$ cat src/tpsc_pkg.sv
// Package for the transmit pulse-shape configuration bank.
// Assumes a Wishbone slave with 32-bit data and byte addressing.
package tpsc_pkg;
	localparam int ADDR_W = 12;
	localparam int DATA_W = 32;
	// Register indices; byte address is four times the index
	localparam logic [ADDR_W-1:0] TEMPLATE_SEL_IDX = 12'h006;
	localparam logic [ADDR_W-1:0] AMPL_SCALE_IDX = 12'h007;
	localparam logic [ADDR_W-1:0] RAM_ACCESS_IDX = 12'h008;
	localparam logic [ADDR_W-1:0] SAMPLE_DATA_IDX = 12'h009;
	localparam logic [ADDR_W-1:0] SHAPE_STATUS_IDX = 12'h00A;
	// Field layout
	localparam int SEL_W = 4;
	localparam int SEL_ARB_BIT = 3;
	localparam int SCALE_W = 6;
	localparam int IDX_W = 5;
	localparam int ENA_BIT = 6;
	localparam int DIR_BIT = 5;
	localparam int SAMPLE_W = 7;
	localparam int RAM_DEPTH = 20;
	localparam int RAM_AW = 5;
	localparam logic [IDX_W-1:0] LAST_SAMPLE = 5'h13;
	// Template codes
	localparam logic [SEL_W-1:0] SEL_E1_75 = 4'h0;
	localparam logic [SEL_W-1:0] SEL_E1_OTHER = 4'h1;
	// Reset values and nominal scale code
	localparam logic [SEL_W-1:0] SEL_RST = 4'h0;
	localparam logic [SCALE_W-1:0] SCALE_RST = 6'h36;
	localparam logic [SCALE_W-1:0] SCALE_NOMINAL = 6'h21;
	localparam logic [7:0] ACCESS_RST = 8'h00;
	localparam logic [SAMPLE_W-1:0] SAMPLE_RST = 7'h00;
	// Amplitude step in percent per code
	localparam int STEP_PCT = 3;
	localparam int SPAN_PCT = 100;
	// Shape modes, including off
	localparam logic [1:0] MODE_E1_75 = 2'h0;
	localparam logic [1:0] MODE_E1_OTHER = 2'h1;
	localparam logic [1:0] MODE_ARB = 2'h2;
	localparam logic [1:0] MODE_OFF = 2'h3;
endpackage

$ cat src/tpsc_bank.sv
// Per-channel transmit pulse-shape register bank with Wishbone slave.
// Assumes classic Wishbone, one clock, synchronous active-high reset.
// Functional notes
// Selector 0000 gives E1 75 ohm template
// Selector 0001 gives other E1 template
// Selector 1XXX uses arbitrary waveform samples
// Scale code 100001 means unscaled amplitude
// Each code step scales three percent
// Scaling spans plus to minus hundred percent
// Scale code resets to 110110
// Access enable works only in arbitrary mode
// Direction zero writes, one reads RAM
// Index 0 to 18 addresses directly
// Index 19 and above hits location 19
// Access controls ignored outside arbitrary mode; code latches them and a pending enable fires on entering arbitrary mode
// Sample value register holds written sample
// Enabled read returns stored sample
// Software sets index, data, then enable
//
// Register access over Wishbone is this design's own decision.
`timescale 1ns/10ps
module tpsc_bank #(
	parameter int DEPTH = tpsc_pkg::RAM_DEPTH
) (
	input wire logic clk,
	input wire logic rst,
	input wire logic wb_cyc_i,
	input wire logic wb_stb_i,
	input wire logic wb_we_i,
	input wire logic [tpsc_pkg::ADDR_W-1:0] wb_adr_i,
	input wire logic [tpsc_pkg::DATA_W-1:0] wb_dat_i,
	input wire logic [3:0] wb_sel_i,
	input wire logic [tpsc_pkg::IDX_W-1:0] play_index,
	output logic [tpsc_pkg::DATA_W-1:0] wb_dat_o,
	output logic wb_ack_o,
	output logic [1:0] shape_mode,
	output logic [7:0] gain_pct,
	output logic gain_negative,
	output logic [tpsc_pkg::SAMPLE_W-1:0] arb_sample
);
	typedef enum logic [2:0] {
		TPSC_IDLE = 3'b001,
		TPSC_WAIT = 3'b010,
		TPSC_ACK = 3'b100
	} tpsc_state_t;

	tpsc_state_t state;
	tpsc_state_t next_state;
	logic [tpsc_pkg::SEL_W-1:0] template_sel;
	logic [tpsc_pkg::SCALE_W-1:0] scale_code;
	logic access_ena;
	logic access_dir;
	logic [tpsc_pkg::IDX_W-1:0] sample_index;
	logic [tpsc_pkg::SAMPLE_W-1:0] sample_value;
	logic arb_mode;
	logic req;
	logic wr_lane0;
	logic [tpsc_pkg::ADDR_W-1:0] reg_idx;
	logic ram_wr;
	logic ram_rd;
	logic [tpsc_pkg::SAMPLE_W-1:0] ram_rd_data;
	logic ram_rd_valid;
	logic [tpsc_pkg::SAMPLE_W-1:0] ram_play;
	logic [31:0] rd_mux;
	logic [7:0] next_gain;
	logic next_neg;

	assign arb_mode = template_sel[tpsc_pkg::SEL_ARB_BIT];
	assign req = wb_cyc_i && wb_stb_i && (state == TPSC_IDLE);
	assign reg_idx = {2'b00, wb_adr_i[tpsc_pkg::ADDR_W-1:2]};
	assign wr_lane0 = req && wb_we_i && wb_sel_i[0];
	// One-shot access strobes, only in arbitrary mode
	assign ram_wr = access_ena && arb_mode && !access_dir;
	assign ram_rd = access_ena && arb_mode && access_dir;

	// Answer two cycles after request; ack drops the next cycle
	always_comb
	begin
		next_state = state;
		unique case (state)
			TPSC_IDLE:
			begin
				if (wb_cyc_i && wb_stb_i)
				begin
					next_state = TPSC_WAIT;
				end
			end
			TPSC_WAIT:
			begin
				next_state = TPSC_ACK;
			end
			TPSC_ACK:
			begin
				next_state = TPSC_IDLE;
			end
			default:
			begin
				next_state = TPSC_IDLE;
			end
		endcase
	end

	always_ff @(posedge clk)
	begin
		if (rst)
		begin
			state <= TPSC_IDLE;
			wb_ack_o <= 1'b0;
		end
		else
		begin
			state <= next_state;
			wb_ack_o <= (next_state == TPSC_ACK);
		end
	end

	always_ff @(posedge clk)
	begin
		if (rst)
		begin
			template_sel <= tpsc_pkg::SEL_RST;
			scale_code <= tpsc_pkg::SCALE_RST;
		end
		else if (wr_lane0)
		begin
			if (reg_idx == tpsc_pkg::TEMPLATE_SEL_IDX)
			begin
				template_sel <= wb_dat_i[tpsc_pkg::SEL_W-1:0];
			end
			if (reg_idx == tpsc_pkg::AMPL_SCALE_IDX)
			begin
				scale_code <= wb_dat_i[tpsc_pkg::SCALE_W-1:0];
			end
		end
	end

	// Enable self-clears after one access
	always_ff @(posedge clk)
	begin
		if (rst)
		begin
			access_ena <= 1'b0;
			access_dir <= 1'b0;
			sample_index <= '0;
		end
		else if (wr_lane0 && reg_idx == tpsc_pkg::RAM_ACCESS_IDX)
		begin
			access_ena <= wb_dat_i[tpsc_pkg::ENA_BIT];
			access_dir <= wb_dat_i[tpsc_pkg::DIR_BIT];
			sample_index <= wb_dat_i[tpsc_pkg::IDX_W-1:0];
		end
		else if (ram_wr || ram_rd)
		begin
			access_ena <= 1'b0;
		end
	end

	// Software write wins over readback capture
	always_ff @(posedge clk)
	begin
		if (rst)
		begin
			sample_value <= tpsc_pkg::SAMPLE_RST;
		end
		else if (wr_lane0 && reg_idx == tpsc_pkg::SAMPLE_DATA_IDX)
		begin
			sample_value <= wb_dat_i[tpsc_pkg::SAMPLE_W-1:0];
		end
		else if (ram_rd_valid)
		begin
			sample_value <= ram_rd_data;
		end
	end

	tpsc_wave_ram #(
		.DEPTH(DEPTH)
	) u_ram (
		.clk(clk),
		.rst(rst),
		.wr_en(ram_wr),
		.rd_en(ram_rd),
		.index(sample_index),
		.wr_data(sample_value),
		.play_index(play_index),
		.rd_data(ram_rd_data),
		.rd_valid(ram_rd_valid),
		.play_data(ram_play)
	);

	always_comb
	begin
		rd_mux = 32'h0;
		unique case (reg_idx)
			tpsc_pkg::TEMPLATE_SEL_IDX: rd_mux = {28'h0, template_sel};
			tpsc_pkg::AMPL_SCALE_IDX: rd_mux = {26'h0, scale_code};
			tpsc_pkg::RAM_ACCESS_IDX: rd_mux = {25'h0, access_ena, access_dir, sample_index};
			tpsc_pkg::SAMPLE_DATA_IDX: rd_mux = {25'h0, sample_value};
			tpsc_pkg::SHAPE_STATUS_IDX: rd_mux = {30'h0, shape_mode};
			default: rd_mux = 32'h0;
		endcase
	end

	always_ff @(posedge clk)
	begin
		if (rst)
		begin
			wb_dat_o <= 32'h0;
		end
		else if (next_state == TPSC_ACK)
		begin
			wb_dat_o <= rd_mux;
		end
	end

	// Gain: percent offset from nominal, 3 per code step, saturated at 100
	always_comb
	begin
		next_neg = scale_code < tpsc_pkg::SCALE_NOMINAL;
		if (next_neg)
		begin
			next_gain = 8'((tpsc_pkg::SCALE_NOMINAL - scale_code) * tpsc_pkg::STEP_PCT);
		end
		else
		begin
			next_gain = 8'((scale_code - tpsc_pkg::SCALE_NOMINAL) * tpsc_pkg::STEP_PCT);
		end
		if (next_gain > 8'(tpsc_pkg::SPAN_PCT))
		begin
			next_gain = 8'(tpsc_pkg::SPAN_PCT);
		end
	end

	always_ff @(posedge clk)
	begin
		if (rst)
		begin
			shape_mode <= tpsc_pkg::MODE_E1_75;
			gain_pct <= 8'h00;
			gain_negative <= 1'b0;
			arb_sample <= tpsc_pkg::SAMPLE_RST;
		end
		else
		begin
			gain_pct <= next_gain;
			gain_negative <= next_neg;
			arb_sample <= arb_mode ? ram_play : tpsc_pkg::SAMPLE_RST;
			if (arb_mode)
			begin
				shape_mode <= tpsc_pkg::MODE_ARB;
			end
			else if (template_sel == tpsc_pkg::SEL_E1_75)
			begin
				shape_mode <= tpsc_pkg::MODE_E1_75;
			end
			else if (template_sel == tpsc_pkg::SEL_E1_OTHER)
			begin
				shape_mode <= tpsc_pkg::MODE_E1_OTHER;
			end
			else
			begin
				shape_mode <= tpsc_pkg::MODE_OFF;
			end
		end
	end
endmodule

$ cat src/tpsc_wave_ram.sv
// Sample memory for the arbitrary waveform, with index clamp.
// Assumes single-cycle strobes from the register bank on the same clock.
`timescale 1ns/10ps
module tpsc_wave_ram #(
	parameter int DEPTH = tpsc_pkg::RAM_DEPTH
) (
	input wire logic clk,
	input wire logic rst,
	input wire logic wr_en,
	input wire logic rd_en,
	input wire logic [tpsc_pkg::IDX_W-1:0] index,
	input wire logic [tpsc_pkg::SAMPLE_W-1:0] wr_data,
	input wire logic [tpsc_pkg::IDX_W-1:0] play_index,
	output logic [tpsc_pkg::SAMPLE_W-1:0] rd_data,
	output logic rd_valid,
	output logic [tpsc_pkg::SAMPLE_W-1:0] play_data
);
	logic [tpsc_pkg::SAMPLE_W-1:0] mem [DEPTH];
	logic [tpsc_pkg::RAM_AW-1:0] loc;
	logic [tpsc_pkg::RAM_AW-1:0] play_loc;

	// Codes beyond the last location fold onto it
	always_comb
	begin
		loc = (index > tpsc_pkg::LAST_SAMPLE) ? tpsc_pkg::LAST_SAMPLE : index;
		play_loc = (play_index > tpsc_pkg::LAST_SAMPLE) ? tpsc_pkg::LAST_SAMPLE : play_index;
	end

	always_ff @(posedge clk)
	begin
		if (wr_en)
		begin
			mem[loc] <= wr_data;
		end
	end

	always_ff @(posedge clk)
	begin
		if (rst)
		begin
			rd_data <= tpsc_pkg::SAMPLE_RST;
			rd_valid <= 1'b0;
		end
		else
		begin
			rd_valid <= rd_en;
			if (rd_en)
			begin
				rd_data <= mem[loc];
			end
		end
	end

	always_ff @(posedge clk)
	begin
		if (rst)
		begin
			play_data <= tpsc_pkg::SAMPLE_RST;
		end
		else
		begin
			play_data <= mem[play_loc];
		end
	end
endmodule

$ cat config.mk
export PLATFORM = sky130hd
export DESIGN_NAME = tpsc_bank
export DESIGN_NICKNAME = d
export VERILOG_FILES = /design/src/tpsc_pkg.sv /design/src/tpsc_bank.sv /design/src/tpsc_wave_ram.sv
export SDC_FILE = /design/constraint.sdc
export NUM_CORES = 1
export LEC_CHECK = 0
export ABC_AREA = 1
export BUFFER_PORTS_ARGS = -buffer_cell sky130_fd_sc_hd__buf_2
export CAP_MARGIN = 40
export CORE_ASPECT_RATIO = 1.25
export CORE_UTILIZATION = 54
export DETAILED_ROUTE_END_ITERATION = 12
export PLACE_DENSITY = 0.83
export RECOVER_POWER = 100
export SETUP_SLACK_MARGIN = 0.05
export SYNTH_ARGS = -nofsm -noshare
export SYNTH_HDL_FRONTEND = slang
export SYNTH_SLANG_ARGS = --single-unit
$ cat constraint.sdc
create_clock -name clk -period 2.7 [get_ports clk]
set_input_delay 0.54 -clock clk [delete_from_list [all_inputs] [get_ports clk]]
set_output_delay 0.54 -clock clk [all_outputs]
set_load 0.005 [all_outputs]
==> out/qor.txt <==
Worst hold margin - 0.302 ns
# rows - 57
Synth Area in Compound Gates - 0.115
Final Worst Setup Slack - -0.200 ns
Critical path type - flop to flop
DR iter-0 viols - 1267
Arr. time, crit path - 3.30 ns
Clock latency on the worst-skew pair - 0.51 ns
Hold_buf cts - 0
Mean post-synth cell area - 8.52 sq um
Total area of sequential cells - 5570 sq um
Internal power - 5320 uW
Number of antenna diodes - 0
Worst Setup Start Kind - flop
Clock tree from TritonCTS - done
Relative slew margins - 0.179
CTS Root Cell - clkbuf_16
Ys Warns - 0
Combinational power share - 0.050
Total power - 6800 uW
Post-DP HPWL - 20900 microns
Area contributors post-synth - edfxtp_1 39%, dfxtp_1 13%, nand2_1 10%, nor2_1 4.8%, inv_1 4.0%
Yosys reg bits - 208
H-tree depth - 1
Slew @ Worst Pin - 1.23 ns
CP Max Fanout - 5
Nets - 1435
Final core utilization - 0.636
Horiz. Die Dim - 128 microns
FILL cells - 1550
Post-synthesis sequential area ratio - 0.516
Final hold vios - 0
Proportion of layout cells with a drive suffix above 1 - 0.134
First-pass GRT wire length - 49300 microns
RSZ-0062 raised after global routing - yes
Core area - 19500 sq um
HP Class - primary input to flop
Area of the multi-input gates - 4570 sq um
Switching power - 1480 uW
Distinct cell type count after synthesis - 45
Vias - 9813
Synth Flop Type - edfxtp_1
Vias in the first global route - 9444
Mux contribution to synthesized area - 0
Worst-case clock buffer depth - 3
Post-Synth Simple-Gate Area - 0.238
Routability Congestion - 0.960
Die Y - 160 microns
Via density - 6.02
CTS buffer count - 22
Synth area leader - edfxtp_1
Post-synth EDFFs - 140
Required @ worst endpoint - 3.10 ns
Fmax achieved - 0.345 GHz
Area share of the leading cell type in the synthesized netlist - 0.390
Largest net degree at the start of global routing - 40
Worst VDD drop - 423 uV
Violated checks - negative setup slack
Clock power share - 0.453
Final period util - 1.07
Fin crit period - 2.90 ns
Buffers on Ports - 53
Post-synthesis xor/xnor area fraction - 0.00894
Synthesized area - 10800 sq um
Adder-cell share of the synthesized area - 0.0327
Slew Viols, Final - 0
Most common library cell in the layout ignoring fill and taps - nand2_1
1st-pass router iterations - 6
Asr flop ratio synth - 0
Status - finished with violations
CTS sink cnt - 208
Initial antenna violation count - 0
DRC - 0
Initial Utilization - 0.553
I/O Pins - 109
Sequential share of power - 0.497
CP Capture Type - flop
Clk_skew - 0.00985 ns
Pwr per Cell Area - 549 nW/um^2
CTS clk-pin slew, worst paths - 0.06 ns
Area grow syn2layout - 14.9%
Cells after Synth - 1265
Most frequent cells in the layout - 291 x nand2_1, 140 x edfxtp_1, 135 x nor2_1
Grt ovf - 0
Total GRT Usage - 0.311
Routed wire length - 32100 microns
DRT antenna net count - 0
Setup violations, final - 8
Largest family of logic cells by synthesized area - simple AND/OR/NAND/NOR gates
Leakage - 0.00516 uW
Die area - 20500 sq um
Maxcap violations - 0
Drt wl/cell - 19.7 microns
Net Sw Frac - 0.217
-- critical path: stages, from the launching register on --
cell	delay, ns
dfxtp_2	0.33
inv_4	0.11
ha_4	0.14
a21boi_4	0.27
nand3_2	0.14
nor2_2	0.18
nor2_4	0.07
ha_4	0.25
ha_4	0.29
nand2_4	0.06
inv_2	0.05
nand4_1	0.10
o211ai_1	0.15
xnor2_1	0.16
nand2_1	0.12
o21ai_4	0.10
nand3_1	0.12
nand2_1	0.10
inv_1	0.05
-- final cells by class --
class                   instances  share of cell area
clock buffers                  26              0.0507
clock inverters                12             0.00899
flip-flops and latches        208               0.450
repair buffers                121              0.0577
well taps                     265              0.0268
inverters                     122              0.0372
multi-input cells             875               0.369
-- sequential cells by signal (all words and copies together), names as in the netlist, 4 cells and up --
name             cells
u_ram.mem          140
u_ram.rd_data        7
arb_sample           7
wb_dat_o             7
template_sel         4
u_ram.play_data      7
sample_index         5
scale_code           6
gain_pct             8
sample_value         7
-- kinds of logic after synthesis --
kind of cell    after synthesis
buf+inv                     207
simple gates                595
xor+xnor                     11
compound gates              216
other cells                   1
fa+ha+maj                    27
flops                       208
-- cell usage after synthesis (2+ instances only) --
library cell,instances
nand4_1,50
nor2_4,2
nor2_1,137
o21ai_1,4
nor3_1,8
a21oi_1,81
buf_2,27
xnor2_1,4
clkbuf_1,21
buf_6,3
a311oi_1,4
o221ai_1,3
xor2_1,7
a31oi_1,2
or2_2,5
o21a_1,6
o21ai_0,62
nor2_2,5
dfxtp_1,68
o22ai_1,28
buf_4,33
inv_2,5
nand3_1,83
nand2_1,292
inv_1,116
nor3_2,2
o211ai_1,16
nand2_2,3
edfxtp_1,140
fa_1,2
a211oi_1,5
and3_1,4
ha_1,25
-- stage by stage --
step | setup WS, ns | TNS, ns | cells | area [sq um]
global placement | -0.0104 | -0.0279 | 1581 | 11500
floorplan | 0.0641 | 0 | 1290 | 10900
global route | -0.312 | -2.56 | 1629 | 12400
finish | -0.200 | -0.823 | 1629 | 12400
detailed placement | -0.136 | -0.604 | 1582 | 11500
CTS | 0.0555 | 0 | 1627 | 12400
-- power groups by stage --
| stage | Clock [uW] | Sequential (uW) | Combinational (uW) |
|---|---|---|---|
| 2_1_floorplan | 0 | 3450 | 229 |
| 3_3_place_gp | 0 | 3450 | 319 |
| 3_5_place_dp | 0 | 3450 | 325 |
| 4_1_cts | 3090 | 3380 | 328 |
| 5_1_grt | 3230 | 3380 | 362 |
| 6_report | 3080 | 3380 | 339 |
-- timing repair --
item,in CTS,in global routing
pin swaps,11,9
endpoints found under the setup margin,7,14
setup buffers,7,2
gates resized for setup,27,16
-- worst paths after layout --
path	slack [ns]	to	startpoint	cells past startpoint
hold / removal	0.30	state[1]	wb_stb_i	3
setup reg to reg	-0.20	gain_pct[2]	scale_code[1]	18
hold reg to reg	0.41	arb_sample[5]	u_ram.play_data[5]	2
setup / recovery	-0.20	gain_pct[2]	scale_code[1]	18
-- layer usage --
metal	up-vias	global-route usage	share of wire
li1	4419	-	-
met1	4493	0.369	0.35
met2	732	0.521	0.48
met3	169	0.0513	0.10
met4	0	0.197	0.069
met5	-	0	0
No activity file was read; power rests on OpenSTA's default activity.
